`src/inc/acs_consts.svh`:
```
// constants for the converter sequencer
`ifndef ACS_CONSTS_SVH
`define ACS_CONSTS_SVH
`define ACS_ACQ_MANUAL 3'h0
`define ACS_ACQ_4TAD 3'h2
`define ACS_CONV_TADS 5'h0b
`define ACS_GAP_TADS 5'h02
`define ACS_CMP_TRIG_MODE 4'hb
`define ACS_TRIG_CMP 1'h0
`define ACS_TRIG_CTU 1'h1
`define ACS_CLK_RC_BITS 2'h3
`define ACS_RC_DIV 8'h22
`endif

```
`src/inc/acs_pkg.sv`:
```
// types shared by the converter sequencer files
package acs_pkg;
  typedef enum logic [2:0] {
    ACS_IDLE,
    ACS_HOLD,
    ACS_ACQ,
    ACS_CONV,
    ACS_GAP
  } acs_state_t;
endpackage : acs_pkg

```
`src/logic/acs_sequencer.sv`:
```
// converter conversion sequencer top
// What this block does
// - go starts conversion or programmed acquisition
// - acquisition select 010 gives four periods
// - conversion start waits one instruction
// - completion clears go, sets done, loads result
// - discharge phase after every sample
// - software clear of go aborts, result kept
// - reset returns all state to off
// - two period gap after completion or abort
// - sleep conversion needs rc clock, extra wait
// - sleep completion wakes or powers down
// - sleep on system clock aborts conversion
// - trigger select picks compare or charge unit
// - hardware trigger acts like software start
// - triggers ignored while converter is off
// - disable bit holds converter in reset
// - conversion phase lasts eleven periods
// - done flag set regardless of interrupt enable
// - acquisition select resets to manual
// - justify select places result left or right
`timescale 1ns/1ps
`default_nettype none
`include "acs_consts.svh"
module acs_sequencer #(
  parameter int RES_W = 10
) (
  input wire logic ref_clk_in,
  input wire logic rstn_in,
  input wire logic converter_on_in,
  input wire logic go_set_in,
  input wire logic go_clr_in,
  input wire logic [2:0] acq_time_sel_in,
  input wire logic acq_time_wr_in,
  input wire logic [2:0] conv_clock_sel_in,
  input wire logic result_justify_sel_in,
  input wire logic instr_done_in,
  input wire logic sleep_in,
  input wire logic irq_en_in,
  input wire logic done_flag_clr_in,
  input wire logic trigger_source_sel_in,
  input wire logic [3:0] compare_unit_mode_in,
  input wire logic compare_unit_five_evt_in,
  input wire logic charge_time_unit_evt_in,
  input wire logic charge_time_trigger_en_in,
  input wire logic converter_disable_bit_in,
  input wire logic [RES_W-1:0] sar_data_in,
  output logic convert_go_flag_out,
  output logic conv_done_flag_out,
  output logic [2:0] acq_time_sel_out,
  output logic [7:0] result_high_out,
  output logic [7:0] result_low_out,
  output logic sample_connect_out,
  output logic discharge_out,
  output logic converting_out,
  output logic wake_out,
  output logic powered_out
);
  // elaboration check: result placement below is fixed at ten bits
  if (RES_W != 10) begin : g_bad_res_w
    $error("result width must be 10");
  end

  // local reset: module disable bit only; device reset is rstn_in
  logic mrst;
  assign mrst = converter_disable_bit_in;

  acs_pkg::acs_state_t state_r, state_nxt;
  logic [4:0] tad_cnt_r; // periods left in current phase
  logic [1:0] hold_cnt_r; // instructions still to wait
  logic go_r; // go flag
  logic done_r; // done flag
  logic [2:0] acq_r; // acquisition select
  logic [RES_W-1:0] res_r; // stored result
  logic pdown_r; // powered down after sleep
  logic rc_clk; // rc clock selected
  logic trig_evt; // selected hardware trigger
  logic start_req; // any start request
  logic abort; // abort causes
  logic tad_en; // one bit period pulse
  logic run; // divider running
  logic conv_end; // last conversion period
  logic [4:0] acq_tads; // programmed acquisition length

  // acquisition periods per select code
  function automatic logic [4:0] acs_acq_len(input logic [2:0] sel);
    logic [4:0] r;
    r = 5'h00;
    case (sel)
      3'h1: r = 5'h02;
      3'h2: r = 5'h04;
      3'h3: r = 5'h06;
      3'h4: r = 5'h08;
      3'h5: r = 5'h0c;
      3'h6: r = 5'h10;
      3'h7: r = 5'h14;
      default: r = 5'h00;
    endcase
    return r;
  endfunction : acs_acq_len

  assign rc_clk = (conv_clock_sel_in[1:0] == `ACS_CLK_RC_BITS);
  assign acq_tads = acs_acq_len(acq_r);
  // trigger selection and gating
  assign trig_evt = (trigger_source_sel_in == `ACS_TRIG_CMP) ?
      (compare_unit_five_evt_in && compare_unit_mode_in == `ACS_CMP_TRIG_MODE) :
      (charge_time_unit_evt_in && charge_time_trigger_en_in);
  // enable gates software and hardware starts alike
  assign start_req = converter_on_in && (go_set_in || trig_evt);
  // abort: software clear, enable drop, sleep without rc clock
  assign abort = go_r && (go_clr_in || !converter_on_in ||
      (sleep_in && !rc_clk));
  assign run = (state_r != acs_pkg::ACS_IDLE) && (state_r != acs_pkg::ACS_HOLD);
  assign conv_end = (state_r == acs_pkg::ACS_CONV) && tad_en &&
      (tad_cnt_r == 5'h01);

  acs_tad_gen u_tad (
    .ref_clk_in(ref_clk_in),
    .rstn_in(rstn_in),
    .run_in(run && !mrst),
    .clk_sel_in(conv_clock_sel_in),
    .tad_en_out(tad_en)
  );

  // next state
  always_comb begin
    state_nxt = state_r;
    case (state_r)
      acs_pkg::ACS_IDLE: begin
        if (start_req) begin
          state_nxt = acs_pkg::ACS_HOLD;
        end
      end
      acs_pkg::ACS_HOLD: begin
        // programmed acquisition may begin now; conversion waits instructions
        if (abort) begin
          state_nxt = acs_pkg::ACS_GAP;
        end else if (acq_r != `ACS_ACQ_MANUAL) begin
          state_nxt = acs_pkg::ACS_ACQ;
        end else if (instr_done_in && hold_cnt_r == 2'h1) begin
          state_nxt = acs_pkg::ACS_CONV;
        end
      end
      acs_pkg::ACS_ACQ: begin
        if (abort) begin
          state_nxt = acs_pkg::ACS_GAP;
        end else if (tad_en && tad_cnt_r == 5'h01) begin
          state_nxt = acs_pkg::ACS_CONV;
        end
      end
      acs_pkg::ACS_CONV: begin
        if (abort || conv_end) begin
          state_nxt = acs_pkg::ACS_GAP;
        end
      end
      acs_pkg::ACS_GAP: begin
        // capacitor discharge then channel reconnect
        if (tad_en && tad_cnt_r == 5'h01) begin
          state_nxt = acs_pkg::ACS_IDLE;
        end
      end
      default: state_nxt = acs_pkg::ACS_IDLE;
    endcase
  end

  // state and phase counter
  always_ff @(posedge ref_clk_in or negedge rstn_in) begin
    if (!rstn_in) begin
      state_r <= acs_pkg::ACS_IDLE;
      tad_cnt_r <= 5'h00;
      hold_cnt_r <= 2'h0;
    end else if (mrst) begin
      state_r <= acs_pkg::ACS_IDLE;
      tad_cnt_r <= 5'h00;
      hold_cnt_r <= 2'h0;
    end else begin
      state_r <= state_nxt;
      if (state_nxt != state_r) begin
        case (state_nxt)
          acs_pkg::ACS_ACQ: tad_cnt_r <= acq_tads;
          acs_pkg::ACS_CONV: tad_cnt_r <= `ACS_CONV_TADS;
          acs_pkg::ACS_GAP: tad_cnt_r <= `ACS_GAP_TADS;
          default: tad_cnt_r <= 5'h00;
        endcase
      end else if (tad_en && tad_cnt_r != 5'h00) begin
        tad_cnt_r <= tad_cnt_r - 5'h01;
      end
      // rc clock adds one instruction of wait
      if (state_r == acs_pkg::ACS_IDLE) begin
        hold_cnt_r <= rc_clk ? 2'h2 : 2'h1;
      end else if (state_r == acs_pkg::ACS_HOLD && instr_done_in && hold_cnt_r > 2'h1) begin
        hold_cnt_r <= hold_cnt_r - 2'h1;
      end
    end
  end

  // go flag, done flag and result; hardware set wins over clear
  always_ff @(posedge ref_clk_in or negedge rstn_in) begin
    if (!rstn_in) begin
      go_r <= 1'b0;
      done_r <= 1'b0;
      res_r <= '0;
    end else if (mrst) begin
      go_r <= 1'b0;
      done_r <= 1'b0;
      res_r <= '0;
    end else begin
      if (conv_end && !abort) begin
        go_r <= 1'b0;
        res_r <= sar_data_in;
      end else if (abort) begin
        go_r <= 1'b0;
      end else if (start_req && state_r == acs_pkg::ACS_IDLE) begin
        go_r <= 1'b1;
      end
      if (conv_end && !abort) begin
        done_r <= 1'b1;
      end else if (done_flag_clr_in) begin
        done_r <= 1'b0;
      end
    end
  end

  // acquisition select register and sleep power state
  always_ff @(posedge ref_clk_in or negedge rstn_in) begin
    if (!rstn_in) begin
      acq_r <= `ACS_ACQ_MANUAL;
      pdown_r <= 1'b0;
    end else if (mrst) begin
      acq_r <= `ACS_ACQ_MANUAL;
      pdown_r <= 1'b0;
    end else begin
      if (acq_time_wr_in) begin
        acq_r <= acq_time_sel_in;
      end
      if (sleep_in && ((conv_end && !irq_en_in) || (go_r && !rc_clk))) begin
        pdown_r <= 1'b1;
      end else if (!sleep_in || start_req) begin
        pdown_r <= 1'b0;
      end
    end
  end

  // wake pulse on completion in sleep with interrupt enabled
  always_ff @(posedge ref_clk_in or negedge rstn_in) begin
    if (!rstn_in) begin
      wake_out <= 1'b0;
    end else begin
      wake_out <= !mrst && sleep_in && irq_en_in && conv_end && !abort;
    end
  end

  // result placement: right justify keeps top bits zero
  assign result_high_out = result_justify_sel_in ? {6'h00, res_r[9:8]} :
      res_r[9:2];
  assign result_low_out = result_justify_sel_in ? res_r[7:0] :
      {res_r[1:0], 6'h00};
  assign convert_go_flag_out = go_r;
  assign conv_done_flag_out = done_r;
  assign acq_time_sel_out = acq_r;
  assign converting_out = (state_r == acs_pkg::ACS_CONV);
  assign discharge_out = (state_r == acs_pkg::ACS_GAP);
  assign sample_connect_out = converter_on_in && !mrst &&
      (state_r == acs_pkg::ACS_IDLE || state_r == acs_pkg::ACS_HOLD ||
       state_r == acs_pkg::ACS_ACQ);
  assign powered_out = converter_on_in && !mrst && !pdown_r;

  // assertion helpers
  logic conv_seen_r;
  always_ff @(posedge ref_clk_in or negedge rstn_in) begin
    if (!rstn_in) begin
      conv_seen_r <= 1'b0;
    end else begin
      conv_seen_r <= converting_out;
    end
  end

  a_done_sets_flag: assert property (@(posedge ref_clk_in) disable iff (!rstn_in)
    (conv_end && !abort && !mrst) |=> (done_r && !go_r))
    else $error("completion did not set done and clear go");
  a_abort_keeps_res: assert property (@(posedge ref_clk_in) disable iff (!rstn_in)
    (abort && !mrst) |=> (res_r == $past(res_r)))
    else $error("abort changed result");
  a_off_ignores_trig: assert property (@(posedge ref_clk_in) disable iff (!rstn_in)
    (!converter_on_in && !go_r) |=> !go_r)
    else $error("trigger accepted while off");
  a_gap_after_conv: assert property (@(posedge ref_clk_in) disable iff (!rstn_in)
    (converting_out && state_nxt == acs_pkg::ACS_GAP && !mrst) |=>
      (discharge_out && tad_cnt_r == 5'h02))
    else $error("gap not two periods");
  a_conv_len: assert property (@(posedge ref_clk_in) disable iff (!rstn_in)
    (converting_out && !conv_seen_r) |-> (tad_cnt_r == 5'h0b))
    else $error("conversion not eleven periods");
  a_disable_holds: assert property (@(posedge ref_clk_in) disable iff (!rstn_in)
    mrst |=> (state_r == acs_pkg::ACS_IDLE && !go_r && !done_r))
    else $error("disable did not hold reset");
  a_acq_direct: assert property (@(posedge ref_clk_in) disable iff (!rstn_in)
    (state_r == acs_pkg::ACS_HOLD && acq_r == 3'h2 && !abort && !mrst) |=>
      (state_r == acs_pkg::ACS_ACQ && tad_cnt_r == 5'h04))
    else $error("acquisition length wrong");
  a_sleep_abort: assert property (@(posedge ref_clk_in) disable iff (!rstn_in)
    (go_r && sleep_in && !rc_clk && !mrst) |=> (!go_r && !powered_out))
    else $error("sleep on system clock did not abort");
endmodule : acs_sequencer
`default_nettype wire

```
`src/logic/acs_tad_gen.sv`:
```
// conversion bit period enable generator
`timescale 1ns/1ps
`default_nettype none
`include "acs_consts.svh"
module acs_tad_gen (
  input wire logic ref_clk_in,
  input wire logic rstn_in,
  input wire logic run_in,
  input wire logic [2:0] clk_sel_in,
  output logic tad_en_out
);
  logic [7:0] cnt_r;
  logic [7:0] limit;
  // divide ratio minus one per clock select code
  function automatic logic [7:0] acs_div_limit(input logic [2:0] sel);
    logic [7:0] r;
    r = 8'h00;
    case (sel)
      3'h0: r = 8'h01;
      3'h4: r = 8'h03;
      3'h1: r = 8'h07;
      3'h5: r = 8'h0f;
      3'h2: r = 8'h1f;
      3'h6: r = 8'h3f;
      default: r = `ACS_RC_DIV; // rc clock modelled as a fixed divide
    endcase
    return r;
  endfunction : acs_div_limit
  assign limit = acs_div_limit(clk_sel_in);
  // counter restarts whenever the sequencer is idle so phases align
  // preload of one while idle: the enable is registered, and starting
  // from zero would stretch the first period of a phase by a cycle
  always_ff @(posedge ref_clk_in or negedge rstn_in) begin
    if (!rstn_in) begin
      cnt_r <= 8'h01;
      tad_en_out <= 1'b0;
    end else if (!run_in) begin
      cnt_r <= 8'h01;
      tad_en_out <= 1'b0;
    end else if (cnt_r >= limit) begin
      cnt_r <= 8'h00;
      tad_en_out <= 1'b1;
    end else begin
      cnt_r <= cnt_r + 8'h01;
      tad_en_out <= 1'b0;
    end
  end
endmodule : acs_tad_gen
`default_nettype wire

```
`config.mk`:
```
export PLATFORM = sky130hd
export DESIGN_NAME = acs_sequencer
export DESIGN_NICKNAME = d
export VERILOG_FILES = /design/src/inc/acs_pkg.sv /design/src/logic/acs_sequencer.sv /design/src/logic/acs_tad_gen.sv
export VERILOG_INCLUDE_DIRS = /design/src /design/src/inc
export SDC_FILE = /design/constraint.sdc
export NUM_CORES = 1
export LEC_CHECK = 0
export ABC_CLOCK_PERIOD_IN_PS = 1800
export BUFFER_PORTS_ARGS = -buffer_cell sky130_fd_sc_hd__buf_2
export CORE_ASPECT_RATIO = 0.5
export CORE_MARGIN = 3
export CORE_UTILIZATION = 48
export CTS_CLUSTER_DIAMETER = 150
export DETAILED_ROUTE_END_ITERATION = 6
export PLACE_DENSITY_LB_ADDON = 0.12
export SLEW_MARGIN = 20
export SYNTH_ARGS = -nofsm -noshare
export SYNTH_HDL_FRONTEND = slang
export SYNTH_SLANG_ARGS = --single-unit
```
`constraint.sdc`:
```
create_clock -name ref_clk_in -period 1.8 [get_ports ref_clk_in]
set_input_delay 0.09 -clock ref_clk_in [delete_from_list [all_inputs] [get_ports ref_clk_in]]
set_output_delay 0.09 -clock ref_clk_in [all_outputs]
set_load 0.05 [all_outputs]
```
* Yosys cells after proc, flatten, opt, wreduce, memory -nomap -nowiden
Cells that the tools add are included.
** Word-level totals
- Output and inout port bits :: 26
- Bits in registers :: 36
** Cells by class
- Mux-type cells :: 41
- Order comparisons :: 2
- Equality and inequality tests :: 25
- Add/sub/neg operators :: 3
- Reduce and logical (&&, ||, !) cells :: 53
** Operators with widths (number)
- $pmux 6 s6 :: 1
- $pmux 5 s7 :: 1
- $mux 3 :: 11
- $mux 8 :: 4
- $eq 3x3->1 const B :: 9
- $logic_and 1x1->1 :: 26
- $eq 3x2->1 const B :: 7
- $mux 10 :: 2
- $reduce_bool 3->1 :: 6
- $mux 5 :: 3
- $pmux 3 s5 :: 1
- $pmux 5 s3 :: 1
- $mux 1 :: 13
- $eq 3x1->1 const B :: 3
- $add 8x1->8 const B :: 1
- $ge 8x6->1 :: 1
- $logic_or 1x1->1 :: 8
- $mux 2 :: 4
- $logic_not 1->1 :: 7
- $logic_not 3->1 :: 2
- $eq 5x1->1 const B :: 1
- $reduce_bool 5->1 :: 1
- $sub 5x1->5 const B :: 1
- $eq 4x4->1 const B :: 1
- 8 further kinds :: 9

* Longest topological paths before layout
- Depth after elaboration :: 12
- Mapped depth :: 10

* Cells and area by module
From an unflattened synthesis, not the netlist that was laid out.
** Unflattened totals
- Cells, all modules :: 259
- Area total of the unflattened synthesis :: 2381.0 um2
** Modules (own cells, without submodules)
- acs_sequencer :: seq. area each 675.6 um2, instances 1, area an instance 1741.7 um2, cells each 198
- acs_tad_gen :: seq. area each 226.5 um2, instances 1, area an instance 639.4 um2, cells each 61

* Worst setup path before layout
OpenSTA, ideal clock, no wires.
- Kind :: flip-flop to flip-flop
- Start :: reg state_r[0]
- End :: reg tad_cnt_r[1]
- Slack :: -0.420 ns
- Stages on the path, launching flop included :: 5
- Arrival time :: 2.121 ns
- Setup time :: 0.099 ns
- Cell sequence :: dfrtp_1 buf_2 nor3_1 a21oi_1 a311oi_1
** On the way
- Elaborated cells on any way between the ends :: 25
- Those cells by class :: eq/ne: 8; mux: 12; reduce/logical: 5
** RTL lines
- from (decl) :: line acs_sequencer.sv:68 : acs_pkg::acs_state_t state_r, state_nxt;
- from (signal assigned) :: line acs_sequencer.sv:169 : state_r <= acs_pkg::ACS_IDLE;
- from (signal assigned) :: line acs_sequencer.sv:173 : state_r <= acs_pkg::ACS_IDLE;
- from (signal assigned) :: line acs_sequencer.sv:177 : state_r <= state_nxt;
- $eq 3x3->1 (*)
- via discharge_out :: line acs_sequencer.sv:54 : output logic discharge_out,
- $pmux 3 s5 (*) :: line acs_sequencer.sv:128 : case (state_r)
- $eq 3x3->1 / $eq 3x2->1 (equally long branches) :: line acs_sequencer.sv:179 : case (state_nxt)
- $pmux 5 s3 :: line acs_sequencer.sv:179
- $mux 5 :: line acs_sequencer.sv:178 : if (state_nxt != state_r) begin
- $mux 5 :: line acs_sequencer.sv:172 : end else if (mrst) begin
- to (signal assigned) :: line acs_sequencer.sv:180 : acs_pkg::ACS_ACQ: tad_cnt_r <= acq_tads;
- to (signal assigned) :: line acs_sequencer.sv:181 : acs_pkg::ACS_CONV: tad_cnt_r <= `ACS_CONV_TADS;
- to (signal assigned) :: line acs_sequencer.sv:182 : acs_pkg::ACS_GAP: tad_cnt_r <= `ACS_GAP_TADS;
- to (decl) :: line acs_sequencer.sv:69 : logic [4:0] tad_cnt_r;
Mark *: on every way through the listed nets, which the timed path passes. The rest lies on a longest branch.
A chain may end at the register's enable or synchronous reset.

* Final worst setup path
- Start :: reg u_tad.cnt_r[0]
- End :: reg u_tad.cnt_r[5]
** On the way
- Cells in the longest elaborated chain, start to end :: 3
- Elaborated cells on any way between the ends :: 4
- Those cells by class :: add/sub: 1; order compare: 1; mux: 2
** Ends and longest elaborated chain
- from (decl) :: line acs_tad_gen.sv:12 : logic [7:0] cnt_r;
- from (signal assigned) :: line acs_tad_gen.sv:44 : cnt_r <= cnt_r + 8'h01;
- $add 8x1->8 / $ge 8x6->1 (equally long branches) :: line acs_tad_gen.sv:44, acs_tad_gen.sv:40
- $mux 8 (*) :: line acs_tad_gen.sv:40 : end else if (cnt_r >= limit) begin
- $mux 8 (*) :: line acs_tad_gen.sv:37 : end else if (!run_in) begin
Mark *: on every way between the ends. The rest lies on a longest branch, timed or not.

==> results.md <==
Run status:
- The checks that failed: setup timing.
- The run finished, with violations left.

Place:
- Routability-driven placement finished with a final weighted congestion of around 0.86.
- OpenSTA, run right after detailed placement, puts the worst setup slack at -0.363 ns.
- The port buffer count is 61.
- The total half-perimeter wirelength after legalization and detailed placement is ~4700 µm.
- The area after detailed placement is just over 0.003 mm².
- After detailed placement, the design holds a cell count of between 400 and 500.

Power and ir drop:
- The internal cell power is 1.50 mW.
- Summed over all cells, the static leakage comes to 1.71 nW.
- The combinational share of power is 0.264.
- Of the total power, the clock network draws 0.333.
- For this design the ratio of total power to cell area is ~630 mW/mm².
- The part of the total power dissipated in sequential elements is 0.403.
- The analysis attributes to net switching a power of 0.640 mW.
- Across the VDD grid, the largest voltage drop is ~0.43 mV.
- Of the total power, the share spent switching nets is 0.298.

GRT:
- The initial antenna violation count came to 0.
- The number of global-route vias before repair came to around 2,300.
- In the global route stage, overall resource usage came out at 0.231.
- The first-pass GRT wire length is approximately 11,000 µm.
- The final global-route overflow total is 0.
- Entering global routing, the biggest net connects 17 pins.

Clock network:
- The number of levels in the clock H-tree is 2.
- In this run the clock root is driven by a sky130_fd_sc_hd__clkbuf_8.
- In this run, CTS created clock tree buffers numbering 5.
- Clock-pin slew was measured on the worst setup and hold paths at about 0.07 ns.
- The number of buffers between clock root and the deepest sink is 2.
- TritonCTS built the clock tree.
- Clock latency on the worst-skew pair, taken at its later pin, is 0.29 ns.
- Clock tree synthesis found a total of 36 sinks.

Drt:
- The routed wire length is around 6500 µm.
- The final routed wire length divided by cell count is around 15 µm.
- The number of antenna-violating nets in the routed design is 0.
- After detailed routing, the number of remaining DRC violations is 0.
- Summing over every cut layer, the via total after detailed routing is 2,291.
- The pre-antenna-repair detailed-routing pass consisted of 4 iterations.
- Dividing the detail-routed via count by the number of cells gives between 5 and 6.
- The number of DRC markers after the initial detailed-route iteration is 76.

Layout:
- The multi-input combinational cell area is about 0.0015 mm².
- The register area is just over 900 µm².
- The number of nets at the end of the flow is around 420.
- The post-route standard cell area excluding fillers is between 0.003 and 0.004 mm².
- The antenna diode count is 0.
- The share of the core filled with cells in the final layout is 0.745.
- The final non-filler cell total is 430.
- Counting the fill cells in the layout gives ~360.
- The share of layout cells above drive strength 1 is 0.442.
- The synthesis-to-layout area growth is 44.0%.

Setup path:
- The setup path with the least slack is of type reg2reg.
- The maximum fanout encountered on the critical timing path is 4.
- The type of element capturing the critical path is a flop.
- The required arrival time at the worst endpoint is approximately 2 ns.
- STA classifies the critical path startpoint as a flop.
- The launch instance of the worst register-to-register path is u_tad.cnt_r[0].
- The data arrival time of the critical path is about 2.2 ns.
- The number of cells on the worst reg-to-reg path is 9.
- The worst setup path startpoint is u_tad.cnt_r[0].

Synthesis:
- The number of different library cells used by synthesis comes to 51.
- The instance count of the mapped netlist is 258.
- Yosys attributes the largest share of cell area to sky130_fd_sc_hd__dfrtp_1 37%, sky130_fd_sc_hd__ha_1 8.5%, sky130_fd_sc_hd__mux2i_1 6.4%.
- The area share of the largest cell type after synthesis is 0.372.
- The number of synthesized flops with an enable pin is 0.
- In the synthesized netlist the async set-or-reset flop fraction comes to 1.00.
- The synthesis warning total is 0.
- The top flip-flop cell by instance count after synthesis is sky130_fd_sc_hd__dfrtp_1.
- After synthesis, the mean cell area works out to 9.13 µm².
- The largest area contributor in the synthesized netlist is sky130_fd_sc_hd__dfrtp_1.
- The net count of the mapped netlist is between 300 and 400.
- The sequential fraction of the synthesis area is 0.383.
- The number of synthesized register bits is 36.
- The post-synth design cell area is 0.00236 mm².

STA:
- In the finished design, the share of the clock period the worst path needs comes to 1.11.
- Final hold analysis gives a worst-case slack of 0.0495 ns.
- The fmax is between 500 and 600 MHz.
- The final-report hold violation count is 0.
- After layout, the worst setup slack is -0.198 ns.
- The number of setup violations in the final report is 24.
- Clock skew on the completed layout was measured at 0.00512 ns.
- The shortest clock period the worst path allows after layout is about 2.0 ns.
- The max-slew violation count is 0.
- Setup repair after global routing could not meet its margin everywhere.

Worst hold path:
- Along the worst hold path, the cell count comes to 3.
- The worst hold path begins at sar_data_in[5].
- The worst min-delay path class is in2reg.

Floorplanning:
- For this design the top-level I/O count stands at just over 60.
- The initialized floorplan defines 17 standard-cell rows.
- The die covers slightly below 0.006 mm².
- The initial utilization of the core area, before any placement, comes to 0.518.
- In this run the vertical extent of the chip is ~56 µm.
- The floorplan step set the die width to 105 µm.
- The area of the core region is 0.00455 mm².

Flow run:
- Across the run, the number of max-cap violations was 0.
layout make-up:
class / count / area share
Clock buffer: 5 / 0.0203
Inverter: 17 / 0.0188
Timing Repair Buffer: 108 / 0.208
Clock inverter: 3 / 0.0125
Sequential cell: 36 / 0.267
Tap cell: 66 / 0.0243
Multi-Input combinational cell: 195 / 0.450
timing repair:
item | CTS | global route
setup buffers | 5 | 3
pin swaps | 11 | 10
resized for setup | 19 | 14
hold endpoints to repair | 13 | 0
hold buffers | 1 | 0
endpoints found under the setup margin | 26 | 27
gates cloned | 1 | 0
flip-flops by register name, indices dropped and copies added (netlist names):
name,count
res_r,10
u_tad.cnt_r,8
tad_cnt_r,5
acq_time_sel_out,3
state_r,3
hold_cnt_r,2
conv_done_flag_out,1
convert_go_flag_out,1
pdown_r,1
u_tad.tad_en_out,1
wake_out,1
cell usage after synthesis, types with 2 or more instances:
cell type,instances
sky130_fd_sc_hd__a211oi_1,2
sky130_fd_sc_hd__a21o_1,5
sky130_fd_sc_hd__a21oi_1,15
sky130_fd_sc_hd__a31oi_1,3
sky130_fd_sc_hd__and2_1,8
sky130_fd_sc_hd__and3_1,2
sky130_fd_sc_hd__buf_2,3
sky130_fd_sc_hd__clkbuf_1,4
sky130_fd_sc_hd__dfrtp_1,35
sky130_fd_sc_hd__ha_1,16
sky130_fd_sc_hd__inv_1,17
sky130_fd_sc_hd__mux2_2,5
sky130_fd_sc_hd__mux2i_1,15
sky130_fd_sc_hd__nand2_1,16
sky130_fd_sc_hd__nand2b_1,7
sky130_fd_sc_hd__nand3_1,9
sky130_fd_sc_hd__nand3b_1,2
sky130_fd_sc_hd__nor2_1,29
sky130_fd_sc_hd__nor2b_1,7
sky130_fd_sc_hd__nor3_1,10
sky130_fd_sc_hd__nor4_1,2
sky130_fd_sc_hd__o211ai_1,5
sky130_fd_sc_hd__o21ai_0,7
sky130_fd_sc_hd__xnor2_1,6
sky130_fd_sc_hd__xor2_1,2
power groups by stage:
stage / Clock [mW] / Sequential, mW / Combinational [mW]
6_report: 0.715 / 0.864 / 0.565
5_1_grt: 0.768 / 0.869 / 0.620
4_1_cts: 0.735 / 0.864 / 0.542
3_5_place_dp: 0 / 0.880 / 0.485
3_3_place_gp: 0 / 0.878 / 0.472
2_1_floorplan: 0 / 0.897 / 0.259
worst paths after layout:
| kind | end | slack [ns] |
|---|---|---|
| max in group asynchronous | u_tad.cnt_r[0] | 0.99 |
| min | res_r[5] | 0.05 |
| max | u_tad.cnt_r[5] | -0.20 |
| min reg2reg | res_r[8] | 0.55 |
| max reg2reg | u_tad.cnt_r[5] | -0.20 |
| min in group asynchronous | tad_cnt_r[0] | 0.23 |
per-stage QoR:
stage / power (mW) / TNS [ns]
after global placement: 1.35 / -2.58
after CTS: 2.14 / -1.27
final: 2.14 / -2.72
after global routing: 2.26 / -5.18
after floorplan: 1.16 / -0.0702
after detailed placement: 1.36 / -4.01
critical path: stages, from the launching register on:
cell                       delay [ns]
sky130_fd_sc_hd__dfstp_2         0.54
sky130_fd_sc_hd__inv_2           0.04
sky130_fd_sc_hd__ha_4            0.20
sky130_fd_sc_hd__nand2b_4        0.13
sky130_fd_sc_hd__a21o_1          0.16
sky130_fd_sc_hd__a21o_1          0.16
sky130_fd_sc_hd__a211oi_2        0.22
sky130_fd_sc_hd__o211ai_1        0.19
sky130_fd_sc_hd__buf_4           0.19
sky130_fd_sc_hd__nor2_2          0.09
cell usage in the layout (no fill, tap or decap), types with 2 or more instances in the layout:
cell	instances
sky130_fd_sc_hd__mux2i_2	2
sky130_fd_sc_hd__a31oi_2	2
sky130_fd_sc_hd__a21oi_1	11
sky130_fd_sc_hd__dfrtp_1	33
sky130_fd_sc_hd__inv_1	15
sky130_fd_sc_hd__inv_2	2
sky130_fd_sc_hd__nor3_1	7
sky130_fd_sc_hd__nand2_1	14
sky130_fd_sc_hd__buf_4	41
sky130_fd_sc_hd__nand3b_1	2
sky130_fd_sc_hd__nand3_2	2
sky130_fd_sc_hd__o211ai_1	5
sky130_fd_sc_hd__o21ai_0	5
sky130_fd_sc_hd__buf_2	61
sky130_fd_sc_hd__nor4_2	2
sky130_fd_sc_hd__nor2_1	26
sky130_fd_sc_hd__nor2_2	3
sky130_fd_sc_hd__nor3_2	3
sky130_fd_sc_hd__ha_4	2
sky130_fd_sc_hd__and3_1	2
sky130_fd_sc_hd__mux2_2	5
sky130_fd_sc_hd__buf_6	3
sky130_fd_sc_hd__nand3_1	8
sky130_fd_sc_hd__xnor2_1	6
sky130_fd_sc_hd__nand2b_1	6
sky130_fd_sc_hd__xor2_1	2
sky130_fd_sc_hd__dfrtp_2	2
sky130_fd_sc_hd__and2_1	7
sky130_fd_sc_hd__a21oi_2	5
sky130_fd_sc_hd__o21ai_1	3
sky130_fd_sc_hd__a21o_1	5
sky130_fd_sc_hd__nor2b_1	7
sky130_fd_sc_hd__ha_1	14
sky130_fd_sc_hd__mux2i_1	13
sky130_fd_sc_hd__clkbuf_8	5
cells by family after synthesis:
family | count (synthesis) | share of synthesized area
buffers and inverters | 27 | 0.0494
and+or+nand+nor | 99 | 0.216
adders and majority gates | 16 | 0.0850
other | 1 | 0.00159
muxes | 20 | 0.0876
xor gates and xnor gates | 8 | 0.0297
DFF | 36 | 0.383
AOI/OAI and AO/OA | 51 | 0.148
per-layer routing:
| metal | vias up | GRT usage | part of all wire | wire length (µm) |
|---|---|---|---|---|
| met5 | - | 0 | 0 | 0 |
| met4 | 0 | 0.0673 | 0.010 | 68 |
| met3 | 9 | 0.0467 | 0.039 | 258 |
| met2 | 46 | 0.397 | 0.50 | 3280 |
| met1 | 1124 | 0.298 | 0.45 | 2940 |
| li1 | 1112 | - | - | - |
No activity file was read; power rests on OpenSTA's default activity.
